$ cat src/hw_cfg_pkg.sv
package hw_cfg_pkg;

  // ----------------------------------------------------------------
  // Sizes
  // ----------------------------------------------------------------
  localparam int NUM_PORTS = 4;
  localparam int PIN_COUNT = 8;
  localparam int ADDR_W = 8;

  // ----------------------------------------------------------------
  // Register map
  // ----------------------------------------------------------------
  localparam logic [7:0] ADDR_CONTROL = 8'h00;
  localparam logic [7:0] ADDR_CONFIG = 8'h04;
  localparam logic [7:0] ADDR_ADVERT = 8'h08;
  localparam logic [7:0] ADDR_STATUS = 8'h0c;

  // ----------------------------------------------------------------
  // Field positions
  // ----------------------------------------------------------------
  localparam int BIT_SPEED = 13;
  localparam int BIT_AN_EN = 12;
  localparam int BIT_RESTART = 9;
  localparam int BIT_DUPLEX = 8;
  localparam int BIT_LINK_OFF = 8;
  localparam int BIT_SCR_BYP = 3;
  localparam int BIT_FX = 2;
  localparam int BIT_FX_DUPLEX = 0;
  localparam int ST_MD = 0;
  localparam int ST_LOADING = 1;
  localparam int ST_FX_LSB = 8;
  localparam int ST_SCR_LSB = 12;
  localparam int ST_FD_LSB = 16;

  // ----------------------------------------------------------------
  // Reset values and counts
  // ----------------------------------------------------------------
  localparam logic [1:0] LOAD_RESET = 2'h0;
  localparam logic [1:0] LOAD_CYCLES = 2'h3;
  localparam logic [31:0] RDATA_RESET = 32'h0000_0000;

  typedef enum logic [0:0] {
    MODE_LOAD = 1'b0,
    MODE_RUN = 1'b1
  } mode_t;

endpackage

$ cat src/hw_pin_config_control.sv
`timescale 1ns/10ps
// How it works
// - With negotiation on, a rising config input zero restarts it on every port and sets bit 0.9.
// - With negotiation off, config input zero high picks 100 Mbps (0.13 set), low picks 10 Mbps.
// - With negotiation on, config inputs one and two and the all-port duplex set the advertisement.
// - With negotiation off, config input one high disables the 10 Mbps link test (19.8 set).
// - With negotiation off, config input two low picks twisted pair, high picks fiber (19.2).
// - A fiber port always bypasses its scrambler whatever the bypass input says.
// - A high all-port duplex enable gives full duplex on all four ports.
// - A high fiber duplex enable gives full duplex on fiber ports only.
// - In twisted pair mode the bypass input high bypasses the scrambler and sets 19.3.
// - The negotiation enable input high turns negotiation on for all ports, low forces modes.
// - Management disable high keeps pins in control and writes refused, low loads at reset only.
module hw_pin_config_control (
  input logic CLK,
  input logic SRST,
  input logic CE,
  input logic [2:0] CONFIG_IN,
  input logic AUTONEG_ENABLE_IN,
  input logic MANAGEMENT_DISABLE_IN,
  input logic SCRAMBLER_BYPASS_IN,
  input logic ALL_PORT_DUPLEX_ENABLE,
  input logic FIBER_PORT_DUPLEX_ENABLE,
  input logic PSEL,
  input logic PENABLE,
  input logic PWRITE,
  input logic [hw_cfg_pkg::ADDR_W-1:0] PADDR,
  input logic [31:0] PWDATA,
  output logic [31:0] PRDATA,
  output logic PREADY,
  output logic PSLVERR,
  output logic AUTONEG_ON,
  output logic SPEED_100,
  output logic LINK_TEST_OFF,
  output logic [3:0] ADVERTISE,
  output logic [hw_cfg_pkg::NUM_PORTS-1:0] AUTONEG_RESTART,
  output logic [hw_cfg_pkg::NUM_PORTS-1:0] FX_MODE,
  output logic [hw_cfg_pkg::NUM_PORTS-1:0] SCRAMBLER_OFF,
  output logic [hw_cfg_pkg::NUM_PORTS-1:0] FULL_DUPLEX
);
  import hw_cfg_pkg::*;

  // ----------------------------------------------------------------
  // State
  // ----------------------------------------------------------------
  typedef struct packed {
    mode_t mode;
    logic [1:0] load_cnt;
    logic cfg0_prev;
    logic an_en;
    logic speed;
    logic restart;
    logic duplex;
    logic fx_duplex;
    logic link_off;
    logic scr_byp;
    logic fx;
    logic [3:0] adv;
    logic [31:0] rdata;
    logic slverr;
  } ctl_state_t;

  ctl_state_t st;
  ctl_state_t next_st;

  logic [PIN_COUNT-1:0] raw_pins;
  logic [PIN_COUNT-1:0] s_pins;
  logic [2:0] cfg;
  logic an_p;
  logic md;
  logic scr_p;
  logic dup_all;
  logic dup_fx;
  logic run;
  logic restart_edge;
  logic setup;
  logic wr_acc;
  logic wr_ok;
  logic sw_restart;
  logic mapped;
  logic read_only;
  logic [31:0] rd;
  logic [NUM_PORTS-1:0] fx_w;
  logic [NUM_PORTS-1:0] scr_w;
  logic [NUM_PORTS-1:0] fd_w;

  // ----------------------------------------------------------------
  // Decoding
  // ----------------------------------------------------------------
  function automatic logic [3:0] advert(logic c1, logic c2, logic fd);
    logic a10;
    logic a100;
    a10 = !c1 | c2;
    a100 = c1 | c2;
    return {a100 & fd, a100, a10 & fd, a10};
  endfunction

  function automatic ctl_state_t apply_pins(ctl_state_t s, logic [2:0] c, logic an,
                                            logic fd, logic fdx, logic scr);
    ctl_state_t r;
    r = s;
    r.an_en = an;
    r.duplex = fd;
    r.fx_duplex = fdx;
    r.scr_byp = scr;
    if (an) begin
      r.adv = advert(c[1], c[2], fd);
    end else begin
      r.speed = c[0];
      r.link_off = c[1];
      r.fx = c[2];
    end
    return r;
  endfunction

  // ----------------------------------------------------------------
  // Pin synchroniser
  // ----------------------------------------------------------------
  assign raw_pins = {MANAGEMENT_DISABLE_IN, AUTONEG_ENABLE_IN, SCRAMBLER_BYPASS_IN,
                     ALL_PORT_DUPLEX_ENABLE, FIBER_PORT_DUPLEX_ENABLE, CONFIG_IN};

  pin_sync #(
    .W(PIN_COUNT)
  ) u_sync (
    .clk(CLK),
    .srst(SRST),
    .ce(CE),
    .d(raw_pins),
    .q(s_pins)
  );

  assign cfg = s_pins[2:0];
  assign dup_fx = s_pins[3];
  assign dup_all = s_pins[4];
  assign scr_p = s_pins[5];
  assign an_p = s_pins[6];
  assign md = s_pins[7];

  // ----------------------------------------------------------------
  // Bus decode
  // ----------------------------------------------------------------
  assign run = (st.mode == MODE_RUN);
  assign restart_edge = run && st.an_en && cfg[0] && !st.cfg0_prev;
  assign setup = PSEL && !PENABLE;
  assign wr_acc = PSEL && PENABLE && PWRITE;
  assign wr_ok = wr_acc && !md && run;
  assign sw_restart = wr_ok && (PADDR == ADDR_CONTROL) && PWDATA[BIT_RESTART];
  assign mapped = (PADDR == ADDR_CONTROL) || (PADDR == ADDR_CONFIG) ||
                  (PADDR == ADDR_ADVERT) || (PADDR == ADDR_STATUS);
  assign read_only = (PADDR == ADDR_ADVERT) || (PADDR == ADDR_STATUS);

  always_comb begin
    rd = '0;
    case (PADDR)
      ADDR_CONTROL: begin
        rd[BIT_SPEED] = st.speed;
        rd[BIT_AN_EN] = st.an_en;
        rd[BIT_RESTART] = st.restart;
        rd[BIT_DUPLEX] = st.duplex;
      end
      ADDR_CONFIG: begin
        rd[BIT_LINK_OFF] = st.link_off;
        rd[BIT_SCR_BYP] = st.scr_byp;
        rd[BIT_FX] = st.fx;
        rd[BIT_FX_DUPLEX] = st.fx_duplex;
      end
      ADDR_ADVERT: begin
        rd[3:0] = st.adv;
      end
      ADDR_STATUS: begin
        rd[ST_MD] = md;
        rd[ST_LOADING] = !run;
        rd[ST_FX_LSB +: NUM_PORTS] = fx_w;
        rd[ST_SCR_LSB +: NUM_PORTS] = scr_w;
        rd[ST_FD_LSB +: NUM_PORTS] = fd_w;
      end
      default: begin
        rd = RDATA_RESET;
      end
    endcase
  end

  // ----------------------------------------------------------------
  // Next state
  // ----------------------------------------------------------------
  always_comb begin
    next_st = st;
    next_st.cfg0_prev = cfg[0];
    next_st.restart = 1'b0;
    case (st.mode)
      MODE_LOAD: begin
        next_st = apply_pins(next_st, cfg, an_p, dup_all, dup_fx, scr_p);
        next_st.load_cnt = st.load_cnt + 2'h1;
        if (st.load_cnt == LOAD_CYCLES - 2'h1) begin
          next_st.mode = MODE_RUN;
        end
      end
      MODE_RUN: begin
        if (md) begin
          next_st = apply_pins(next_st, cfg, an_p, dup_all, dup_fx, scr_p);
        end else if (wr_ok && (PADDR == ADDR_CONTROL)) begin
          next_st.an_en = PWDATA[BIT_AN_EN];
          next_st.speed = PWDATA[BIT_SPEED];
          next_st.duplex = PWDATA[BIT_DUPLEX];
        end else if (wr_ok && (PADDR == ADDR_CONFIG)) begin
          next_st.link_off = PWDATA[BIT_LINK_OFF];
          next_st.scr_byp = PWDATA[BIT_SCR_BYP];
          next_st.fx = PWDATA[BIT_FX];
          next_st.fx_duplex = PWDATA[BIT_FX_DUPLEX];
        end
      end
      default: begin
        next_st.mode = MODE_LOAD;
        next_st.load_cnt = LOAD_RESET;
      end
    endcase
    if (restart_edge || sw_restart) begin
      next_st.restart = 1'b1;
    end
    if (setup) begin
      next_st.rdata = PWRITE ? RDATA_RESET : rd;
      next_st.slverr = !mapped || (PWRITE && (md || !run || read_only));
    end
  end

  always_ff @(posedge CLK) begin
    if (SRST) begin
      st <= '0;
    end else if (CE) begin
      st <= next_st;
    end
  end

  // ----------------------------------------------------------------
  // Ports
  // ----------------------------------------------------------------
  generate
    for (genvar i = 0; i < NUM_PORTS; i++) begin : g_port
      port_mode u_port (
        .clk(CLK),
        .srst(SRST),
        .ce(CE),
        .restart_req(st.restart),
        .fx_sel(st.fx),
        .scr_pin(st.scr_byp),
        .duplex_all(st.duplex),
        .fx_duplex(st.fx_duplex),
        .restart(AUTONEG_RESTART[i]),
        .fx_mode(fx_w[i]),
        .scr_off(scr_w[i]),
        .full_duplex(fd_w[i])
      );
    end
  endgenerate

  assign FX_MODE = fx_w;
  assign SCRAMBLER_OFF = scr_w;
  assign FULL_DUPLEX = fd_w;
  assign AUTONEG_ON = st.an_en;
  assign SPEED_100 = st.speed;
  assign LINK_TEST_OFF = st.link_off;
  assign ADVERTISE = st.adv;
  assign PRDATA = st.rdata;
  assign PSLVERR = st.slverr;
  assign PREADY = 1'b1;

  // ----------------------------------------------------------------
  // Checks
  // ----------------------------------------------------------------
  a_restart_edge: assert property (@(posedge CLK) disable iff (SRST)
    (CE && run && st.an_en && cfg[0] && !st.cfg0_prev) |=> st.restart)
    else $error("Restart edge did not set the restart bit.");

  a_restart_clear: assert property (@(posedge CLK) disable iff (SRST)
    (CE && st.restart && !restart_edge && !sw_restart) |=> !st.restart)
    else $error("Restart bit did not clear after one cycle.");

  a_forced_speed: assert property (@(posedge CLK) disable iff (SRST)
    (CE && run && md && !an_p) |=> (SPEED_100 == $past(cfg[0])))
    else $error("Forced speed does not follow config input zero.");

  a_advert_pins: assert property (@(posedge CLK) disable iff (SRST)
    (CE && run && md && an_p) |=>
      (ADVERTISE == advert($past(cfg[1]), $past(cfg[2]), $past(dup_all))))
    else $error("Advertisement does not follow the config inputs.");

  a_link_test: assert property (@(posedge CLK) disable iff (SRST)
    (CE && run && md && !an_p) |=> (LINK_TEST_OFF == $past(cfg[1])))
    else $error("Link test control does not follow config input one.");

  a_media_sel: assert property (@(posedge CLK) disable iff (SRST)
    (CE && run && md && !an_p) |=> (st.fx == $past(cfg[2])))
    else $error("Media select does not follow config input two.");

  a_scr_pin: assert property (@(posedge CLK) disable iff (SRST)
    (CE && run && md) |=> (st.scr_byp == $past(scr_p)))
    else $error("Scrambler bypass bit does not follow its input.");

  a_autoneg_pin: assert property (@(posedge CLK) disable iff (SRST)
    (CE && run && md) |=> (AUTONEG_ON == $past(an_p)))
    else $error("Negotiation enable does not follow its input.");

  a_locked_write: assert property (@(posedge CLK) disable iff (SRST)
    (CE && setup && PWRITE && md) |=> PSLVERR)
    else $error("Write under management disable was not refused.");

  a_load_to_run: assert property (@(posedge CLK) disable iff (SRST)
    (CE && !run && st.load_cnt == LOAD_CYCLES - 2'h1) |=> run)
    else $error("Reset load did not hand over to run mode.");

  a_sw_control: assert property (@(posedge CLK) disable iff (SRST)
    (CE && wr_ok && (PADDR == ADDR_CONTROL)) |=>
      (AUTONEG_ON == $past(PWDATA[BIT_AN_EN]) && SPEED_100 == $past(PWDATA[BIT_SPEED])))
    else $error("Control write under management did not land.");

  a_load_refused: assert property (@(posedge CLK) disable iff (SRST)
    (CE && setup && PWRITE && !run) |=> PSLVERR)
    else $error("Write during the reset load was not refused.");

  a_restart_forced_off: assert property (@(posedge CLK) disable iff (SRST)
    (CE && !st.an_en && !sw_restart) |=> !st.restart)
    else $error("Restart bit set while negotiation was off.");

  a_adv_hold: assert property (@(posedge CLK) disable iff (SRST)
    (CE && run && md && !an_p) |=> (ADVERTISE == $past(ADVERTISE)))
    else $error("Advertisement changed while negotiation was off.");

  c_pin_restart: cover property (@(posedge CLK) disable iff (SRST)
    restart_edge ##2 AUTONEG_RESTART[0]);

  c_fiber_mode: cover property (@(posedge CLK) disable iff (SRST)
    FX_MODE[0] && SCRAMBLER_OFF[0] && FULL_DUPLEX[0]);

  c_sw_write: cover property (@(posedge CLK) disable iff (SRST)
    wr_ok && (PADDR == ADDR_CONTROL));

  c_refused: cover property (@(posedge CLK) disable iff (SRST)
    PSEL && PENABLE && PSLVERR);

endmodule

$ cat src/pin_sync.sv
`timescale 1ns/10ps
module pin_sync #(
  parameter int W = 8
) (
  input logic clk,
  input logic srst,
  input logic ce,
  input logic [W-1:0] d,
  output logic [W-1:0] q
);
  typedef struct packed {
    logic [W-1:0] s1;
    logic [W-1:0] s2;
  } sync_t;

  sync_t st;
  sync_t next_st;

  always_comb begin
    next_st.s1 = d;
    next_st.s2 = st.s1;
  end

  always_ff @(posedge clk) begin
    if (srst) begin
      st <= '0;
    end else if (ce) begin
      st <= next_st;
    end
  end

  assign q = st.s2;

  a_sync_delay: assert property (@(posedge clk) disable iff (srst)
    ((!srst && ce) ##1 ce) |=> (q == $past(d, 2)))
    else $error("Synchronised pin does not follow its input two cycles later.");

endmodule

$ cat src/port_mode.sv
`timescale 1ns/10ps
module port_mode (
  input logic clk,
  input logic srst,
  input logic ce,
  input logic restart_req,
  input logic fx_sel,
  input logic scr_pin,
  input logic duplex_all,
  input logic fx_duplex,
  output logic restart,
  output logic fx_mode,
  output logic scr_off,
  output logic full_duplex
);
  typedef struct packed {
    logic restart;
    logic fx_mode;
    logic scr_off;
    logic full_duplex;
  } port_state_t;

  port_state_t st;
  port_state_t next_st;

  always_comb begin
    next_st.restart = restart_req;
    next_st.fx_mode = fx_sel;
    next_st.scr_off = fx_sel | scr_pin;
    next_st.full_duplex = duplex_all | (fx_duplex & fx_sel);
  end

  always_ff @(posedge clk) begin
    if (srst) begin
      st <= '0;
    end else if (ce) begin
      st <= next_st;
    end
  end

  assign restart = st.restart;
  assign fx_mode = st.fx_mode;
  assign scr_off = st.scr_off;
  assign full_duplex = st.full_duplex;

  a_fx_scrambler: assert property (@(posedge clk) disable iff (srst)
    fx_mode |-> scr_off)
    else $error("Fiber port runs with its scrambler in use.");

  a_tp_duplex: assert property (@(posedge clk) disable iff (srst)
    (ce && !fx_sel && !duplex_all) |=> !full_duplex)
    else $error("Twisted pair port took the fiber duplex enable.");

  a_all_duplex: assert property (@(posedge clk) disable iff (srst)
    (ce && duplex_all) |=> full_duplex)
    else $error("All port duplex enable did not give full duplex.");

  a_restart_pulse: assert property (@(posedge clk) disable iff (srst)
    (ce && restart_req) |=> restart)
    else $error("Port did not restart negotiation on request.");

endmodule

$ cat config.mk
export PLATFORM = sky130hd
export DESIGN_NAME = hw_pin_config_control
export DESIGN_NICKNAME = d
export VERILOG_FILES = /design/src/hw_cfg_pkg.sv /design/src/hw_pin_config_control.sv /design/src/pin_sync.sv /design/src/port_mode.sv
export SDC_FILE = /design/constraint.sdc
export NUM_CORES = 1
export LEC_CHECK = 0
export ABC_CLOCK_PERIOD_IN_PS = 2700
export BUFFER_PORTS_ARGS = -buffer_cell sky130_fd_sc_hd__buf_2
export CAP_MARGIN = 5
export CORE_MARGIN = 2
export CORE_UTILIZATION = 45
export CTS_CLUSTER_SIZE = 14
export DETAILED_ROUTE_END_ITERATION = 10
export PLACE_DENSITY_LB_ADDON = 0.15
export SLEW_MARGIN = 20
export SYNTH_ARGS = -nofsm -noshare
export SYNTH_HDL_FRONTEND = slang
export SYNTH_SLANG_ARGS = --single-unit
$ cat constraint.sdc
create_clock -name CLK -period 2.7 [get_ports CLK]
set_clock_uncertainty 0.05 [all_clocks]
set_input_delay 0.54 -clock CLK [delete_from_list [all_inputs] [get_ports CLK]]
set_output_delay 0.54 -clock CLK [all_outputs]
set_load 0.05 [all_outputs]
# Word-level counts from Yosys, hierarchy flattened
# Index checks and enable logic that the tools add are counted.
[op_classes]
n_addsub = 1
mux = 24
reduce_logical = 32
n_eq_ne = 10
bitwise = 8
[op_table]
columns = ["operator", "n"]
rows = [
  ["49-bit one-hot mux with 2 select lines", 1],
  ["37-bit two-way mux", 1],
  ["33-bit two-way mux", 1],
  ["20-bit two-way mux", 1],
  ["8-bit by 4-bit == test with 1-bit output (second input constant)", 2],
  ["1-bit logical AND", 12],
  ["4-bit two-way mux", 3],
  ["8-bit by 3-bit == test with 1-bit output (second input constant)", 1],
  ["8-bit logical NOT", 1],
  ["1-bit logical OR", 8],
  ["2-bit one-hot mux with 2 select lines", 2],
  ["1-bit logical NOT", 6],
  ["1-bit two-way mux", 6],
  ["2-bit two-way mux", 3],
  ["6-bit two-way mux", 1],
  ["3-bit by 1-bit != test with 1-bit output (second input constant)", 2],
  ["1-bit one-hot mux with 3 select lines", 2],
  ["2-bit AND reduction", 3],
  ["3-bit AND reduction", 2],
  ["5-bit two-way mux", 1],
  ["2-bit by 1-bit != test with 1-bit output (second input constant)", 2],
  ["1-bit OR", 4],
  ["1-bit one-hot mux with 2 select lines", 2],
  ["1-bit AND", 3],
  ["5 further kinds", 5],
]
[totals]
ff_bits = 69
out_inout_bits = 57
word_cells = 95
inputBits = 54

# Depth between registers and ports, before layout
# Gate-level depths: netlist (run 1).
[depth]
word_depth = 10
depth_mapped = 5
mapped_depth_nobuf = 4

# Cells and area by module
# A second synthesis (run 1) with hierarchy kept.
[hier_totals]
hier_cells = 332
hier_area_um2 = 3165.5
[modules_own_cells]
columns = ["module", "n_inst", "area_each_um2", "cells_per_inst", "seq_area_each_um2"]
rows = [
  ["hw_pin_config_control", 1, 1924.3, 220, 660.6],
  ["port_mode", 4, 165.2, 15, 80.1],
  ["pin_sync", 1, 580.6, 52, 320.3],
]

# Worst setup path after synthesis (run 1)
# OpenSTA, ideal clock, no wires.
[synth_timing]
path_kind = "input to register"
from = "input port PADDR[1] (netlist bit)"
to = "register st (netlist bit SPEED_100)"
stages = 5
n_path_buf = 1
arrival_ns = 1.889
path_slack_ns = 0.638
setup_time_ns = 0.123
t_required_ns = 2.527
cell_sequence = "or4_1 -> buf_6 -> nor4_2 -> o21ai_1 -> mux2_1"
[synth_between]
elab_chain_cells = 4
[synth_rtl]
columns = ["item", "line_no", "source"]
rows = [
  ["from (decl)", "hw_pin_config_control.sv:27", "input logic [hw_cfg_pkg::ADDR_W-1:0] PADDR,"],
  ["8-bit logical NOT", "hw_pin_config_control.sv:201", "end else if (wr_ok && (PADDR == ADDR_CONTROL)) begin"],
  ["1-bit logical AND", "hw_pin_config_control.sv:201", ""],
  ["3-bit by 1-bit != test with 1-bit output (no source line)", "--", ""],
  ["2-bit AND reduction (no source line)", "--", ""],
  ["to (signal assigned)", "hw_pin_config_control.sv:230", "st <= next_st;"],
  ["to (decl)", "hw_pin_config_control.sv:63", "ctl_state_t st;"],
]
# Every way passes these cells.
# A chain may end at the register's enable or synchronous reset.

# Worst setup path after layout (run 1)
[layout_timing]
from = "input port PADDR[1] (netlist bit)"
to = "register st (netlist bit AUTONEG_ON)"
# Same word-level chain as after synthesis.

==> results.toml, run 1 <==
[run_status]
run_status = "complete, no violations"

[worst_setup_path]
timing.critical_path.to_type = "flop"
setup.worst_path.start_class = "primary input"
worstPathRequired_ns = 2.86
crit_path_max_incr_delay_ns = 0.75
critical_path_class = "primary input to flop"
critical_path.top_delay_family = "simple AND/OR/NAND/NOR gates"
worst-endpoint-arrival_ns = 2.22
path_depth = 5
path_buf_inv = 1
worst_reg_to_reg_cells = 4
r2r_setup_slack_ns = 0.82
crit_fanout = 7
cp_slowest_cell = "sky130_fd_sc_hd__or4_1"
crit_chain = "buf_2, or4_1, nor4_4, o21ai_0, a221oi_1"

[yosys]
synth.yosys.seq_area_share = 0.377
post_synth_cell_types = 45
syn_area_um2 = 2550
ys.warnings.count = 0
synthesis.instances = 293
avgSynthCellArea_um2 = 8.69
postSynthRegisterBits = 48
async_flop_share = 0
synth_top_flop_cell = "sky130_fd_sc_hd__dfxtp_1"
number_of_flops_mapped_to_enable_cells_by_yosys = 0

[finish]
final_net_count = 372
post_route_cells_drive_above_1_share = 0.280
area_growth_syn_to_layout_pct = 5.30
antenna_cells = 0

[grt]
grt_first_pass_wirelength_um = 8400
grt_start_max_net_pins = 28
antenna_violations_before_repair = 0
overflow = 0
first_global_vias = 1699
track_usage = 0.168

[pwr]
design_internal_power_mw = 1.02
ir_worst_vdd_mv = 0.322
power_frac_seq = 0.513
leakage_power_total_nw = 1.20
power.share.clock = 0.299
p_comb_frac = 0.188
sw_frac_of_total = 0.312
switchingPower_uw = 464
power_mw = 1.49
p_per_area_nw_per_um2 = 554

[placement]
detailed_place_hpwl_um = 3710
numPortBuffers = 68
place_ws_ns = 0.310
global_placement_routability_congestion = 0.750

[floorplan]
coreArea_um2 = 5470
num_rows = 27
die_width_um = 79.2
die_h_um = 79.2
start_util = 0.465
design.portCount = 111
dieArea_um2 = 6280

[worst_hold_path]
min-delay-path-class = "flop to flop"
hold_path_depth = 2

[timing]
rsz0062_at_grt = "false"
final.period_utilization = 0.765
hold-worst-slack_ns = 0.403
slew_headroom = 0.660
achievable-frequency_mhz = 484
setup_viol = 0
totalNegativeSetupSlack_ns = 0
period_needed_ns = 2.07
final_hold_viol_count = 0
layout_setup_ws_ns = 0.634
timing.final.max_slew_violations = 0
tightest_slew_ns = 0.509

[clock_network]
root_buffer = "sky130_fd_sc_hd__clkbuf_8"
cts_hold_buffers = 0
worst_skew_pair.late_latency_ns = 0.30
ctsResizeCount = 0
htree_num_levels = 2
post-cts-setup-buffer-count = 0
tritoncts_clock_tree = "built"
cts_num_sinks = 48
clk_pin_slew_worst_paths_ns = 0.08
tritoncts.num_buffers = 5
max-clock-path-buffers = 2

[detailed_routing]
vias = 1888
finalWirelength_um = 5000
detail-route-antenna-nets = 0
avgViaCountPerCell = 4.84
wire_per_inst_um = 12.8
drt_iter0_drc = 62
detail_route.drc_violations = 0
detailedRoute.firstPassIterationCount = 4

[flow_run]
number_of_max_capacitance_violations_reported = 0
## layout by cell type (no fill, tap or decap), types with 3 or more instances in the layout
cell type and count:
sky130_fd_sc_hd__buf_2 68, sky130_fd_sc_hd__o21ai_0 3, sky130_fd_sc_hd__nor3_1 7, sky130_fd_sc_hd__a22o_1 3, sky130_fd_sc_hd__nor4_4 3, sky130_fd_sc_hd__buf_4 3
sky130_fd_sc_hd__nand3_1 12, sky130_fd_sc_hd__a31oi_1 3, sky130_fd_sc_hd__dfxtp_1 48, sky130_fd_sc_hd__nor2_1 35, sky130_fd_sc_hd__nor2b_1 5, sky130_fd_sc_hd__clkbuf_8 6
sky130_fd_sc_hd__nand4_1 4, sky130_fd_sc_hd__nand2_1 22, sky130_fd_sc_hd__a211oi_1 4, sky130_fd_sc_hd__a21oi_1 14, sky130_fd_sc_hd__inv_1 6, sky130_fd_sc_hd__mux2i_1 23
sky130_fd_sc_hd__conb_1 17, sky130_fd_sc_hd__a311oi_1 4
## final timing paths
kind / startpoint / to
max: PADDR[1] / AUTONEG_ON
max reg2reg: run / SPEED_100
min: PRDATA[1] / PRDATA[1]
min reg2reg: PRDATA[1] / PRDATA[1]
## stage by stage
stage                     instances  instance area, µm²  utilization
after floorplan                 308                2600            -
after global placement          382                2590        0.473
after detailed placement        382                2590        0.473
final                           390                2680        0.490
after CTS                       390                2680        0.490
after global routing            390                2680        0.490
## area by class of cell
class / instances / area [µm²]
timing repair buffer: 71 / 363
sequential: 48 / 961
multi-input combinational: 185 / 1150
clock buffer: 7 / 86.3
clock inverter: 1 / 7.51
inverter: 6 / 22.5
tap: 72 / 90.1
fill: 572 / 2790
## power by group through the flow
stage	registers (mW)	logic [mW]	clock network (mW)
final	0.763	0.279	0.444
after global routing	0.769	0.303	0.489
after CTS	0.764	0.280	0.459
after detailed placement	0.780	0.279	0
after global placement	0.780	0.277	0
after floorplan	0.781	0.251	0
## logic make-up after synthesis
family	Yosys count	synth area share
flops	48	0.377
xor+xnor	1	0.00344
fa+ha+maj	1	0.00491
compound gates	41	0.115
mux	25	0.0992
buf+inv	75	0.193
simple gates	100	0.204
other cells	2	0.00295
## synth_stat cells, drive strengths merged, types with 3 or more instances
library cell   n  area share
nor3           7       0.014
nor2          35       0.052
a311oi         4       0.014
a211oi         4       0.012
dfxtp         48        0.38
nor2b          5       0.012
nor4           4       0.030
mux2i         23       0.090
nand3         12       0.024
buf           59        0.17
a31oi          3      0.0074
clkbuf        10       0.015
o21ai          4      0.0079
a22o           3       0.010
inv            6      0.0088
a21oi         14       0.028
nand4          4      0.0098
nand2         22       0.032
## flip-flops by register name, summed over array words and instances (netlist names)
signal,count
LINK_TEST_OFF,1
run,1
u_sync.q,8
PRDATA,11
st,8
g_port.u_port.scr_off,1
AUTONEG_ON,1
PSLVERR,1
u_sync.next_st,8
g_port.u_port.fx_mode,1
g_port.u_port.restart,1
ADVERTISE,4
g_port.u_port.full_duplex,1
SPEED_100,1
## layer usage
layer / vias up / GRT usage / part of all wire
li1: 976 / - / -
met1: 853 / 0.227 / 0.48
met2: 54 / 0.263 / 0.45
met3: 5 / 0.0386 / 0.061
met4: 0 / 0.0569 / 0.011
met5: - / 0 / 0
## worst register-to-register path, delay by kind of cell, from the launching register on
| kind | cells | cell delay, ns |
|---|---|---|
| compound gates | 1 | 0.11 |
| flops | 1 | 0.47 |
| simple gates | 2 | 0.84 |
| mux | 1 | 0.32 |
No activity file was read; power rests on OpenSTA's default activity.
==> run 2, diff against run 1 <==
- ABC_AREA: default -> 1
- ABC_CLOCK_PERIOD_IN_PS: 2700 -> 2029
- clock period: 2.7 -> 2.03 ns (I/O delays scaled with it)
==> run 2 against run 1 <==
  * Sequential share of layout area shrank 2.0 points
  * Core utilization down 0.47 points
  * Via count increased by 20%
  * Count of clock-buffer cells in the layout stayed put
  * Register-to-register slack got worse by 0.11 ns
  * Synthesized area grew 5.2%
  * Clock power grew 35%
  * Largest cell class unchanged
==> results.toml, run 2 <==
[run_status]
run_status = "complete, no violations"

[finish]
area_of_all_sequential_standard_cells_um2 = 961
antenna_cells = 0
final_net_count = 463
area_growth_syn_to_layout_pct = 6.03
largest_reg_flops = 11
layout.cells.most_common_list = "sky130_fd_sc_hd__nand2_1 (81), sky130_fd_sc_hd__buf_2 (68), sky130_fd_sc_hd__dfxtp_1 (48)"
fill_cells = 616
layout.cells.most_common = "sky130_fd_sc_hd__nand2_1"
multi_input_comb_area_um2 = 1170
post_route_cells_drive_above_1_share = 0.248
postLayoutCoreUtil = 0.485

[clock_network]
cts_hold_buffers = 0
tritoncts_clock_tree = "built"
htree_num_levels = 2
cts_num_sinks = 48
tritoncts.num_buffers = 5
ctsResizeCount = 0
worst_skew_pair.late_latency_ns = 0.29
max-clock-path-buffers = 2
root_buffer = "sky130_fd_sc_hd__clkbuf_8"
clk_pin_slew_worst_paths_ns = 0.08
post-cts-setup-buffer-count = 0

[worst_setup_path]
regToRegStartpoint = "u_sync.q[7]"
path_depth = 1
worst_reg_to_reg_cells = 6
cp_slowest_cell = "sky130_fd_sc_hd__dfxtp_1"
timing.critical_path.to_type = "output port"
r2r_end = "ADVERTISE[1]"
crit_chain = "buf_2"
worst-endpoint-arrival_ns = 1.05
critical_path.top_delay_family = "flip-flops"
path_buf_inv = 1
r2r_setup_slack_ns = 0.71
worstPathRequired_ns = 1.57
critical_path_class = "flop to output port"
crit_fanout = 7
crit_path_max_incr_delay_ns = 0.45
setup.worst_path.start_class = "flop"

[floorplan]
dieArea_um2 = 6590
die_width_um = 81.2
die_h_um = 81.2
start_util = 0.458
design.portCount = 111
coreArea_um2 = 5850
num_rows = 28

[yosys]
synthesis.instances = 376
syn_area_um2 = 2680
postSynthRegisterBits = 48
post_synth_cell_types = 29
yosysMostFrequentCell = "sky130_fd_sc_hd__nand2_1"
synth_top_cell_by_area = "sky130_fd_sc_hd__dfxtp_1"
yosys-top-cells-count = "sky130_fd_sc_hd__nand2_1 (81), sky130_fd_sc_hd__buf_4 (53), sky130_fd_sc_hd__dfxtp_1 (48)"
number_of_flops_mapped_to_enable_cells_by_yosys = 0
synth.yosys.seq_area_share = 0.359
ys.warnings.count = 0
netlist_top_cells_area = "sky130_fd_sc_hd__dfxtp_1 (36%), sky130_fd_sc_hd__buf_4 (15%), sky130_fd_sc_hd__nand2_1 (11%), sky130_fd_sc_hd__nand3_1 (5.6%), sky130_fd_sc_hd__a21oi_1 (5.4%)"
synth_top_area_frac = 0.359
async_flop_share = 0
avgSynthCellArea_um2 = 7.12
synth_top_flop_cell = "sky130_fd_sc_hd__dfxtp_1"

[grt]
antenna_violations_before_repair = 0
first_global_vias = 1978
overflow = 0
track_usage = 0.175
grt_first_pass_wirelength_um = 9030
grt_start_max_net_pins = 23

[timing]
rsz0062_at_grt = "false"
final_hold_viol_count = 0
setup_viol = 0
achievable-frequency_mhz = 663
final.period_utilization = 0.743
timing.final.max_slew_violations = 0
period_needed_ns = 1.51
totalNegativeSetupSlack_ns = 0

[worst_hold_path]
holdPathEnd = "u_sync.next_st[2]"
hold_path_startpoint = "CONFIG_IN[2]"
hold_path_depth = 3
min-delay-path-class = "primary input to flop"

[detailed_routing]
detail-route-antenna-nets = 0
vias = 2265
drt_iter0_drc = 116
detail_route.drc_violations = 0
detailedRoute.firstPassIterationCount = 4
wire_per_inst_um = 11.4
finalWirelength_um = 5530
avgViaCountPerCell = 4.69

[pwr]
ir_worst_vdd_mv = 0.390
leakage_power_total_nw = 1.38
p_per_area_nw_per_um2 = 710

[flow_run]
number_of_max_capacitance_violations_reported = 0

[placement]
detailed_place_hpwl_um = 4260
numPortBuffers = 68
global_placement_routability_congestion = 0.845
-- run 2: cell types whose count changed after synthesis, moves of 15 or more --
cell	before	now
sky130_fd_sc_hd__o21ai_0	3	26
sky130_fd_sc_hd__a21oi_1	14	29
sky130_fd_sc_hd__mux2i_1	23	0
sky130_fd_sc_hd__nand3_1	12	30
sky130_fd_sc_hd__nand2_1	22	81
sky130_fd_sc_hd__inv_1	6	29
-- run 2: per-stage QoR --
stage,instances,setup WS [ns],hold WS [ns],area [µm²],total power [mW]
after floorplan,391,0.749,0.383,2740,1.39
after global placement,476,0.498,0.392,2740,1.43
after detailed placement,476,0.488,0.394,2740,1.44
after CTS,483,0.508,0.274,2840,2.04
after global routing,483,0.452,0.283,2840,2.13
final,483,0.521,0.279,2840,2.02
-- run 2: cell type report --
class	instances	share of cell area
Timing Repair Buffer	75	0.138
Inverter	32	0.0441
Multi-Input combinational cell	246	0.412
Tap cell	75	0.0330
Clock buffer	7	0.0339
Sequential cell	48	0.338
-- run 2: report_power, final --
group	switching, mW	total, mW	internal, mW
combinational	0.294	0.395	0.101
sequential	0.0340	1.02	0.986
clock	0.296	0.600	0.304
-- run 2: worst max-delay path by stage --
stage / start / endpoint
finish: g_port[2].u_port.fx_mode / FX_MODE[0]
global route: g_port[2].u_port.fx_mode / FX_MODE[1]
CTS: g_port[2].u_port.fx_mode / FX_MODE[0]
detailed placement: PADDR[5] / st[41]
global placement: PADDR[0] / PRDATA[2]
floorplan: LINK_TEST_OFF / LINK_TEST_OFF
-- run 2: logic make-up (layout without fill, tap and decap cells) --
| group | after synthesis | after routing | share of synthesized area |
|---|---|---|---|
| fa+ha+maj | 1 | 1 | 0.00467 |
| other cells | 2 | 17 | 0.00280 |
| flops | 48 | 48 | 0.359 |
| compound gates | 59 | 59 | 0.113 |
| simple gates | 168 | 168 | 0.292 |
| xor+xnor | 1 | 1 | 0.00327 |
| buf+inv | 97 | 114 | 0.225 |
-- run 2: routing by layer --
layer  GRT usage  up-vias  part of all wire  wire, µm
li1            -     1193                 -         -
met1       0.233     1000              0.46      2550
met2       0.294       67              0.48      2640
met3      0.0344        5             0.055       304
met4      0.0390        0            0.0065        36
met5           0        -                 0         0
==> run 3, diff against run 2 <==
- ABC_CLOCK_PERIOD_IN_PS: 2029 -> 1360
- CORE_UTILIZATION: 45 -> 44
- clock period: 2.03 -> 1.36 ns (I/O delays scaled with it)
==> run 3 against run 2 <==
  * Sequential cell count unchanged
  * Worst setup slack got worse by 0.49 ns
  * Non-clock buffer count increased by 11
  * Via count increased by 2.9%
  * Register-to-register slack got worse by 0.58 ns
  * First-iteration DRC count decreased by 31%
  * Count of clock-buffer cells in the layout unchanged
  * Die area increased by 2.2%
  * Combinational power increased by 58%
  * Critical endpoint is now FULL_DUPLEX[1]
==> results.toml, run 3 (synthesis results as in run 2) <==
[run_status]
run_status = "complete, no violations"

[finish]
area_growth_syn_to_layout_pct = 11.0
final_net_count = 474
layout.cells.most_common = "sky130_fd_sc_hd__nand2_1"
finish.instance_area_um2 = 2970
layout.cells.most_common_list = "sky130_fd_sc_hd__nand2_1 (81), sky130_fd_sc_hd__buf_2 (59), sky130_fd_sc_hd__dfxtp_1 (46)"
post_route_cells_drive_above_1_share = 0.272
fill_cells = 649
antenna_cells = 0
stdcell_count = 494
largest_reg_flops = 11

[timing]
achievable-frequency_mhz = 753
period_needed_ns = 1.33
setup_viol = 0
rsz0062_at_grt = "true"
final_hold_viol_count = 0
layout_setup_ws_ns = 0.0324
timing.final.max_slew_violations = 0
final.period_utilization = 0.976

[floorplan]
dieArea_um2 = 6730
start_util = 0.455
die_h_um = 82.0
num_rows = 28
die_width_um = 82.0
coreArea_um2 = 5890
design.portCount = 111

[worst_setup_path]
timing.critical_path.to_type = "output port"
critical_path.top_delay_family = "flip-flops"
path_buf_inv = 1
critical_path_class = "flop to output port"
worstPathRequired_ns = 1.04
crit_chain = "buf_2"
cp_slowest_cell = "sky130_fd_sc_hd__dfxtp_1"
crit_path_max_incr_delay_ns = 0.42
worst-endpoint-arrival_ns = 1.01
crit_fanout = 6
r2r_setup_slack_ns = 0.13
setup.worst_path.start_class = "flop"

[detailed_routing]
wire_per_inst_um = 11.4
vias = 2331
drt_iter0_drc = 80
avgViaCountPerCell = 4.72
finalWirelength_um = 5630
detail_route.drc_violations = 0
detail-route-antenna-nets = 0
detailedRoute.firstPassIterationCount = 4

[placement]
global_placement_routability_congestion = 0.891
placed_cell_area_um2 = 2840
place_ws_ns = -0.0195
numPortBuffers = 68
detailed_place_hpwl_um = 4360
place.detailed.instances = 486

[pwr]
leakage_power_total_nw = 1.44
ir_worst_vdd_mv = 0.521
p_per_area_nw_per_um2 = 1020

[worst_hold_path]
min-delay-path-class = "primary input to flop"

[grt]
track_usage = 0.174
overflow = 0
grt_start_max_net_pins = 27
antenna_violations_before_repair = 0
grt_first_pass_wirelength_um = 8950
first_global_vias = 1944

[clock_network]
max-clock-path-buffers = 2
clk_pin_slew_worst_paths_ns = 0.08
tritoncts.num_buffers = 5
htree_num_levels = 2
root_buffer = "sky130_fd_sc_hd__clkbuf_8"
tritoncts_clock_tree = "built"
worst_skew_pair.late_latency_ns = 0.29
cts_num_sinks = 48

[flow_run]
number_of_max_capacitance_violations_reported = 0
[run 3: cell count changes in the layout (fill, tap and decap cells not counted), sizes merged]
cell | previous run | this run
clkbuf | 7 | 11
buf | 75 | 82
[run 3: where the power goes]
part	internal (mW)	switching (mW)	total, mW
registers	1.47	0.0481	1.52
logic	0.179	0.447	0.626
clock network	0.453	0.445	0.898
[run 3: through the flow]
step                      hold slack, ns  utilization  power, mW   TNS, ns
after floorplan                    0.291            -       2.08         0
after global placement             0.392        0.483       2.17  -0.00497
after detailed placement           0.405        0.483       2.17   -0.0716
after CTS                          0.134        0.502       3.09    -0.196
after global routing               0.137        0.505       3.22    -0.214
final                              0.145        0.505       3.04         0
[run 3: final cells by class]
class | instances | area (µm²) | share of cell area
Tap cell | 75 | 93.8 | 0.0316
Multi-Input combinational cell | 246 | 1170 | 0.394
Timing Repair Buffer | 86 | 523 | 0.176
Inverter | 32 | 125 | 0.0421
Sequential cell | 48 | 963 | 0.324
Clock buffer | 7 | 96.3 | 0.0324
[run 3: layer usage]
metal / vias up / routed length, µm / track usage
li1: 1218 / - / -
met1: 1047 / 2650 / 0.236
met2: 61 / 2670 / 0.281
met3: 5 / 262 / 0.0341
met4: 0 / 46 / 0.0500
met5: - / 0 / 0
[run 3: what timing repair did]
item,4_1_cts,5_1_grt
cloned,0,0
setup buffers,0,1
setup endpoints to repair,9,13
pin swaps,0,1
gates resized for setup,5,6
hold buffers,0,0
[run 3: final timing paths]
kind,cells after the start,from,to
max,1,g_port[3].u_port.full_duplex,FULL_DUPLEX[1]
min,3,FIBER_PORT_DUPLEX_ENABLE,u_sync.next_st[3]
max reg2reg,6,u_sync.q[7],st[41]
min reg2reg,2,st[45],st[45]
